--- config.mk ---
export PLATFORM = sky130hd
export DESIGN_NAME = bpc_regs
export DESIGN_NICKNAME = d
export VERILOG_FILES = /design/src/hdl/bpc_pkg.sv /design/src/hdl/bpc_bias_decode.sv /design/src/hdl/bpc_apb_slave.sv /design/src/hdl/bpc_regs.sv
export SDC_FILE = /design/constraint.sdc
export NUM_CORES = 1
export LEC_CHECK = 0
export ABC_AREA = 1
export BUFFER_PORTS_ARGS = -buffer_cell sky130_fd_sc_hd__buf_2
export CORE_MARGIN = 2
export CORE_UTILIZATION = 37
export DETAILED_ROUTE_END_ITERATION = 10
export HOLD_SLACK_MARGIN = 0.06
export PLACE_DENSITY = 0.72
export RECOVER_POWER = 50
export SYNTH_ARGS = -nofsm -noshare
export SYNTH_HDL_FRONTEND = slang
export SYNTH_SLANG_ARGS = --single-unit
--- constraint.sdc ---
create_clock -name sys_clk -period 1.6 [get_ports sys_clk]
set_input_delay 0 -clock sys_clk [delete_from_list [all_inputs] [get_ports sys_clk]]
set_output_delay 0 -clock sys_clk [all_outputs]
set_load 0.01 [all_outputs]
--- src/hdl/bpc_pkg.sv ---
package bpc_pkg;
	// register offsets: printed offsets are not all multiples of four, so they are
	// word indices and the byte address is four times the index
	localparam logic [7:0] BPC_IDX_BIAS_B = 8'h47;
	localparam logic [7:0] BPC_IDX_PU_AUDIO = 8'h48;
	localparam logic [7:0] BPC_IDX_PU_CTRL = 8'h49;
	localparam logic [7:0] BPC_IDX_PD_AUDIO = 8'h4a;
	// reset values
	localparam logic [7:0] BPC_RST_BIAS_B = 8'h00;
	localparam logic [7:0] BPC_RST_PU_AUDIO = 8'h7f;
	localparam logic [7:0] BPC_RST_PU_CTRL = 8'h1f;
	localparam logic [7:0] BPC_RST_PD_AUDIO = 8'h00;
	// field positions in the bias register
	localparam int BPC_POS_CBIAS_PD = 6;
	localparam int BPC_POS_FE_HI = 4;
	localparam int BPC_POS_MIC = 2;
	localparam int BPC_POS_DAC = 0;
	// field positions shared by the audio pull-up and pull-down registers
	localparam int BPC_POS_MIC_B = 6;
	localparam int BPC_POS_MIC_A = 5;
	localparam int BPC_POS_FRAME = 4;
	localparam int BPC_POS_BITCLK = 3;
	localparam int BPC_POS_REC_B = 2;
	localparam int BPC_POS_REC_A = 1;
	localparam int BPC_POS_PLAY = 0;
	// field positions in the control pin pull-up register
	localparam int BPC_POS_BOOT = 4;
	localparam int BPC_POS_CCLK = 3;
	localparam int BPC_POS_CDAT = 2;
	localparam int BPC_POS_ADDR_B = 1;
	localparam int BPC_POS_ADDR_A = 0;
	// decoded bias level, one hot, ordered from lowest to highest current
	typedef enum logic [4:0] {
		BPC_LVL_XSAVE = 5'b00001,
		BPC_LVL_SAVE = 5'b00010,
		BPC_LVL_NORMAL = 5'b00100,
		BPC_LVL_ENH = 5'b01000,
		BPC_LVL_SUPER = 5'b10000
	} bpc_level_e;
endpackage

--- src/hdl/bpc_bias_decode.sv ---
`timescale 1ns/1ps
// decodes one two-bit bias selector into a one-hot level
module bpc_bias_decode
	import bpc_pkg::*;
(
	input wire logic clk,
	input wire logic rst,
	input wire logic [1:0] sel,
	input wire logic dac_map,
	output logic [4:0] level
);
	// two codings: the converter table differs in codes 01..11
	function automatic logic [4:0] decode(input logic [1:0] s, input logic d);
		logic [4:0] v;
		v = BPC_LVL_NORMAL;
		unique case (s)
			2'b00: v = BPC_LVL_NORMAL;
			2'b01: v = d ? BPC_LVL_SAVE : BPC_LVL_XSAVE;
			2'b10: v = d ? BPC_LVL_SUPER : BPC_LVL_ENH;
			2'b11: v = d ? BPC_LVL_ENH : BPC_LVL_SAVE;
		endcase
		return v;
	endfunction

	wire [4:0] level_nxt = decode(sel, dac_map);

	// registered so the analog control is glitch free
	always_ff @(posedge clk or posedge rst) begin
		if (rst) begin
			level <= BPC_LVL_NORMAL;
		end else begin
			level <= level_nxt;
		end
	end
endmodule

--- src/hdl/bpc_apb_slave.sv ---
`timescale 1ns/1ps
// apb slave front end: no ready logic of its own, flags every access-phase cycle
module bpc_apb_slave
	import bpc_pkg::*;
(
	input wire logic clk,
	input wire logic rst,
	input wire logic psel,
	input wire logic penable,
	input wire logic pwrite,
	input wire logic [11:0] paddr,
	output logic [7:0] idx,
	output logic aligned,
	output logic wr_stb,
	output logic rd_stb
);
	// index is the word address; byte offset must be zero
	assign idx = paddr[9:2];
	assign aligned = (paddr[1:0] == 2'b00) && (paddr[11:10] == 2'b00);
	// strobe held in every access-phase cycle of a transfer, the wait state too
	assign wr_stb = psel && penable && pwrite;
	assign rd_stb = psel && penable && !pwrite;
endmodule

--- src/hdl/bpc_regs.sv ---
// Decided for this implementation: the APB register port.
`timescale 1ns/1ps
// Operation
// - bit 6 set powers central bias down
// - front-end pair field bits 5:4 decode
// - microphone bias field bits 3:2 decode
// - converter bias field bits 1:0, own mapping
// - audio pull-up register, reset 7f, 1=off
// - audio pull-up bit to pin mapping
// - control pull-up register, reset 1f, 1=off
// - audio pull-down register, reset 00, 1=on
// - pull-down bits follow pull-up pin order
// - bias register at 47, reset zero
module bpc_regs
	import bpc_pkg::*;
(
	input wire logic sys_clk,
	input wire logic rst,
	input wire logic psel,
	input wire logic penable,
	input wire logic pwrite,
	input wire logic [11:0] paddr,
	input wire logic [31:0] pwdata,
	input wire logic [3:0] pstrb,
	output logic [31:0] prdata,
	output logic pready,
	output logic pslverr,
	output logic central_bias_powerdown,
	output logic [1:0] frontend_hi_pair_bias_sel,
	output logic [1:0] mic_input_bias_sel,
	output logic [1:0] output_converter_bias_sel,
	output logic [4:0] frontend_hi_pair_bias_level,
	output logic [4:0] mic_input_bias_level,
	output logic [4:0] output_converter_bias_level,
	output logic mic_pair_b_pullup_off,
	output logic mic_pair_a_pullup_off,
	output logic frame_clock_pullup_off,
	output logic bit_clock_pullup_off,
	output logic record_out_b_pullup_off,
	output logic record_out_a_pullup_off,
	output logic playback_in_pullup_off,
	output logic boot_pin_pullup_off,
	output logic ctrl_clock_pullup_off,
	output logic ctrl_data_pullup_off,
	output logic addr_pin_b_pullup_off,
	output logic addr_pin_a_pullup_off,
	output logic mic_pair_b_pulldown_on,
	output logic mic_pair_a_pulldown_on,
	output logic frame_clock_pulldown_on,
	output logic bit_clock_pulldown_on,
	output logic record_out_b_pulldown_on,
	output logic record_out_a_pulldown_on,
	output logic playback_in_pulldown_on
);
	logic [7:0] idx; // word index of the access
	logic aligned; // access lands on a word boundary inside the map
	logic wr_stb; // write access cycle
	logic rd_stb; // read access cycle

	bpc_apb_slave u_apb (
		.clk(sys_clk),
		.rst(rst),
		.psel(psel),
		.penable(penable),
		.pwrite(pwrite),
		.paddr(paddr),
		.idx(idx),
		.aligned(aligned),
		.wr_stb(wr_stb),
		.rd_stb(rd_stb)
	);

	// the four storage registers
	logic [7:0] bias_b_r;
	logic [7:0] pu_audio_r;
	logic [7:0] pu_ctrl_r;
	logic [7:0] pd_audio_r;

	// address decode
	wire hit_bias = aligned && (idx == BPC_IDX_BIAS_B);
	wire hit_pua = aligned && (idx == BPC_IDX_PU_AUDIO);
	wire hit_puc = aligned && (idx == BPC_IDX_PU_CTRL);
	wire hit_pda = aligned && (idx == BPC_IDX_PD_AUDIO);
	wire hit_any = hit_bias || hit_pua || hit_puc || hit_pda;
	// only byte lane 0 carries data; a write without it changes nothing
	wire lane0 = pstrb[0];
	wire [7:0] wbyte = pwdata[7:0];

	// write enables; reserved bits are kept so reads give back what was written
	// the byte lands only at the completing edge, when ready is high, so a
	// master that sees the wait state never finds the register changed early
	wire we_bias = wr_stb && pready && hit_bias && lane0;
	wire we_pua = wr_stb && pready && hit_pua && lane0;
	wire we_puc = wr_stb && pready && hit_puc && lane0;
	wire we_pda = wr_stb && pready && hit_pda && lane0;

	// read mux, upper bits read zero
	wire [7:0] rbyte = hit_bias ? bias_b_r :
		hit_pua ? pu_audio_r :
		hit_puc ? pu_ctrl_r :
		hit_pda ? pd_audio_r : 8'h00;
	wire [31:0] prdata_nxt = rd_stb ? {24'h000000, rbyte} : prdata;
	// unmapped or misaligned access is answered with an error, no side effect
	wire pslverr_nxt = psel && !penable && !(aligned && hit_any);

	// storage registers; asynchronous reset loads documented values
	always_ff @(posedge sys_clk or posedge rst) begin
		if (rst) begin
			bias_b_r <= BPC_RST_BIAS_B;
			pu_audio_r <= BPC_RST_PU_AUDIO;
			pu_ctrl_r <= BPC_RST_PU_CTRL;
			pd_audio_r <= BPC_RST_PD_AUDIO;
		end else begin
			if (we_bias) begin
				bias_b_r <= wbyte;
			end
			if (we_pua) begin
				pu_audio_r <= wbyte;
			end
			if (we_puc) begin
				pu_ctrl_r <= wbyte;
			end
			if (we_pda) begin
				pd_audio_r <= wbyte;
			end
		end
	end

	// bus answer: read data is registered, so the slave inserts one wait state
	// for reads and writes alike; ready pulses in the second access cycle
	logic ready_r;
	wire ready_nxt = psel && penable && !ready_r;
	always_ff @(posedge sys_clk or posedge rst) begin
		if (rst) begin
			ready_r <= 1'b0;
			prdata <= 32'h00000000;
			pslverr <= 1'b0;
		end else begin
			ready_r <= ready_nxt;
			if (psel && penable && !ready_r) begin
				prdata <= prdata_nxt;
			end
			if (psel && !penable) begin
				pslverr <= pslverr_nxt;
			end
		end
	end
	assign pready = ready_r;

	// decoded bias levels
	bpc_bias_decode u_dec_fe (
		.clk(sys_clk),
		.rst(rst),
		.sel(bias_b_r[BPC_POS_FE_HI +: 2]),
		.dac_map(1'b0),
		.level(frontend_hi_pair_bias_level)
	);
	bpc_bias_decode u_dec_mic (
		.clk(sys_clk),
		.rst(rst),
		.sel(bias_b_r[BPC_POS_MIC +: 2]),
		.dac_map(1'b0),
		.level(mic_input_bias_level)
	);
	bpc_bias_decode u_dec_dac (
		.clk(sys_clk),
		.rst(rst),
		.sel(bias_b_r[BPC_POS_DAC +: 2]),
		.dac_map(1'b1),
		.level(output_converter_bias_level)
	);

	// raw fields straight from the storage flip-flops
	assign central_bias_powerdown = bias_b_r[BPC_POS_CBIAS_PD];
	assign frontend_hi_pair_bias_sel = bias_b_r[BPC_POS_FE_HI +: 2];
	assign mic_input_bias_sel = bias_b_r[BPC_POS_MIC +: 2];
	assign output_converter_bias_sel = bias_b_r[BPC_POS_DAC +: 2];

	// audio pin pull-ups, set means off
	assign mic_pair_b_pullup_off = pu_audio_r[BPC_POS_MIC_B];
	assign mic_pair_a_pullup_off = pu_audio_r[BPC_POS_MIC_A];
	assign frame_clock_pullup_off = pu_audio_r[BPC_POS_FRAME];
	assign bit_clock_pullup_off = pu_audio_r[BPC_POS_BITCLK];
	assign record_out_b_pullup_off = pu_audio_r[BPC_POS_REC_B];
	assign record_out_a_pullup_off = pu_audio_r[BPC_POS_REC_A];
	assign playback_in_pullup_off = pu_audio_r[BPC_POS_PLAY];

	// control pin pull-ups, set means off
	assign boot_pin_pullup_off = pu_ctrl_r[BPC_POS_BOOT];
	assign ctrl_clock_pullup_off = pu_ctrl_r[BPC_POS_CCLK];
	assign ctrl_data_pullup_off = pu_ctrl_r[BPC_POS_CDAT];
	assign addr_pin_b_pullup_off = pu_ctrl_r[BPC_POS_ADDR_B];
	assign addr_pin_a_pullup_off = pu_ctrl_r[BPC_POS_ADDR_A];

	// audio pin pull-downs, same pin order as the pull-ups
	assign mic_pair_b_pulldown_on = pd_audio_r[BPC_POS_MIC_B];
	assign mic_pair_a_pulldown_on = pd_audio_r[BPC_POS_MIC_A];
	assign frame_clock_pulldown_on = pd_audio_r[BPC_POS_FRAME];
	assign bit_clock_pulldown_on = pd_audio_r[BPC_POS_BITCLK];
	assign record_out_b_pulldown_on = pd_audio_r[BPC_POS_REC_B];
	assign record_out_a_pulldown_on = pd_audio_r[BPC_POS_REC_A];
	assign playback_in_pulldown_on = pd_audio_r[BPC_POS_PLAY];
endmodule

==> metrics <==
outcome finished clean; RD Place Congestion 0.807; global route overflow 0; TritonCTS clock tree yes; Synth Area in Adders 0%; I/O Buffers 73; Setup TNS 0 ps; VDD IR max 0.307 mV; height of the chip 90.3 um; Yosys reg bits 54; part of the power in registers 59.0%; drt via density 4.21; largest family of logic cells by synthesized area simple AND/OR/NAND/NOR gates; setup bufs post-CTS 0; Tot Pwr 0.00233 W; synthesis-to-layout area growth 19.1%; Leakage Power 1.69 nW; Critical Path Slowest Stage Cell dfrtp_1; drt wl/cell 11.2 um; Comb pwr share 8.1%; Crit Path Class reg -> reg; DRC viols 0; Initial Utilization 38.0%; TritonCTS Buffers 5; Crit Reg-Reg Startpoint pready$_DFF_PP0_; ant diodes 0; Clock Latency Late Sink 310 ps; first drt pass iteration count 4; max-slew violations 0; HP Start paddr[3]; post-synthesis compound-gate area fraction 8.67%; Num Clock Sinks 54; yosys warns 0; Worst Path Buf+Inv 0; Max-slew headroom 23.7%; H-tree lvl count 2; setup violators final 0; core area 7250 um^2; Placed Cells incl. Taps 476; ratio of cells with drive above 1 in the final layout 30.2%; CTS max path bufs 2; via count 2089; Peak Freq 717 MHz; Finished Layout Cells 496; Core Rows 31; clock-pin slew on the worst setup and hold paths approximately 90 ps; XOR/XNOR Fraction of Synth Area 0%; register area share after synthesis about 50%; worst hold path class in -> reg; Die ar. 8160 um^2; Critical Path AT 1600 ps; initial antenna violation count 0; Gate Count Post-Synth 313; Starting DRT DRC Count between 50 and 60; I/O pins approximately 130; cell family with most CP delay simple AND/OR/NAND/NOR gates; Chip Width 90.3 um; cell area power density 709 nW/um^2; Int Pwr 0.00175 W; all-layer global routing usage between 10% and 20%; skew final a little under 4 ps; Critical Path Start pready$_DFF_PP0_; Nets approximately 450; RSZ-0062 raised after global routing no; clock share of power 32.8%; worst-margin pin slew roughly 1100 ps; global-route wire length before repair 9.14 mm; Worst Path Max Fanout 16; Post-Syn Area 2760 um^2; P_sw 0.000579 W; Sw Share 24.9%; Max Cap Violations 0; root buf cell clkbuf_8; Tmin final 1400 ps; vias in the first global route ~1900; largest net degree at the start of global routing 55; critical path launch point type register; setup slack, reg-to-reg 200 ps; Slowest Stage Delay on Critical Path slightly above 400 ps; synth unique cells 21; Routed Antenna Nets 0; mux share of post-synthesis cell area 0%; Synth Area in Simple Gates a little over a quarter; fin crit share 87.2%; Cell Chain, Critical Path nand3_1 -> nor2_4 -> nand3_4 -> nand2_1 -> o21ai_2; worst path required time 1800 ps; final WL 5.57 mm; HPWL after DPL 4.19 mm; crit end category register; final hold violations 0; syn_area_per_cell 8.81 um^2
[synth_stat cells, drive strengths merged]
cell | n | area [um^2]
buf | 40 | 307
o21ai | 35 | 239
conb | 1 | 3.75
nor2 | 40 | 175
dfrtp | 39 | 976
inv | 25 | 93.8
nand3 | 38 | 233
nand2 | 77 | 294
dfstp | 15 | 394
nor3 | 3 | 42.5
[routing by layer]
metal	track usage, %	share of wire, %	wire [um]	vias to the layer above
met4	5.26	1.6	87	0
met2	23.1	48	2690	56
met3	2.42	4.1	226	7
met5	0	0	0	-
li1	-	-	-	1096
met1	17.5	46	2560	930
[path summary, 6_finish.rpt]
kind,to,cells past startpoint
max,pd_audio_r[2]$_DFFE_PP0P_,5
min,pu_audio_r[2]$_DFFE_PP1P_,4
max reg2reg,pd_audio_r[2]$_DFFE_PP0P_,5
min reg2reg,pu_ctrl_r[2]$_DFFE_PP1P_,2
max in group asynchronous,pd_audio_r[0]$_DFFE_PP0P_,4
min in group asynchronous,u_dec_mic.level[3]$_DFF_PP0_,4
[flip-flops by register name (all words and copies together) (netlist names)]
| signal | cells |
|---|---|
| pu_ctrl_r | 8 |
| pslverr | 1 |
| pu_audio_r | 8 |
| bias_b_r | 8 |
| prdata | 8 |
| pd_audio_r | 8 |
| u_dec_fe.level | 4 |
| u_dec_dac.level | 4 |
| pready | 1 |
| u_dec_mic.level | 4 |
[per-stage QoR]
step | worst slack, ps | hold WS [ps] | instance area (um^2) | util (%)
floorplan | 216 | 163 | 2860 | -
global placement | 142 | 69.9 | 3090 | 42.6
detailed placement | 111 | 73.9 | 3090 | 42.6
CTS | 72.6 | 188 | 3300 | 45.5
global route | 54.0 | 183 | 3280 | 45.3
finish | 205 | 155 | 3280 | 45.3
[power by group through the flow]
stage | sequential [W] | combinational [W] | clock (W)
finish | 0.00137 | 0.000189 | 0.000764
global route | 0.00137 | 0.000210 | 0.000850
CTS | 0.00137 | 0.000196 | 0.000799
detailed placement | 0.00140 | 0.000175 | 0
global placement | 0.00140 | 0.000172 | 0
floorplan | 0.00140 | 0.000152 | 0
[timing repair]
item                                   4_1_cts  5_1_grt
setup endpoints to repair                    0       13
endpoints found under the hold margin       88        0
hold buffers                                12        0
gates resized for setup                      0        2
[final cells by class]
cell class / instances / area (um^2)
Timing Repair Buffer: 90 / 504
Clock inverter: 3 / 25.0
Inverter: 25 / 93.8
Clock buffer: 5 / 68.8
Sequential cell: 54 / 1370
Fill cell: 728 / 3970
Multi-Input combinational cell: 220 / 1100
Tap cell: 99 / 124
[placed cells by master (no fill, tap or decap)]
master,Yosys,routed
clkbuf_1,0,13
nand3_1,34,34
dfstp_2,15,15
clkinv_1,0,1
buf_2,2,61
inv_1,23,22
nand2_2,2,2
clkbuf_8,0,5
nand3_4,3,4
nor3_4,2,2
conb_1,1,27
o21ai_0,1,1
inv_6,0,1
clkinvlp_4,0,1
nand2_1,75,75
o21ai_2,17,17
dfrtp_1,39,39
nor2_1,36,36
dlygate4sd3_1,0,12
buf_4,35,4
inv_2,2,2
o21ai_1,17,17
clkinv_4,0,1
nor3_2,1,1
nor2_4,3,4
[logic make-up after synthesis]
group	after synthesis
flip-flops	54
AO/OA/AOI/OAI	35
other	1
AND/OR/NAND/NOR	158
buffers and inverters	65
[worst reg2reg max path, delay by kind of cell (launching register included)]
kind	cells	cell delay, ps
AOI/OAI and AO/OA	1	60
and+or+nand+nor	4	820
DFF	1	410
Note: power is estimated with default switching activity, not from simulation.
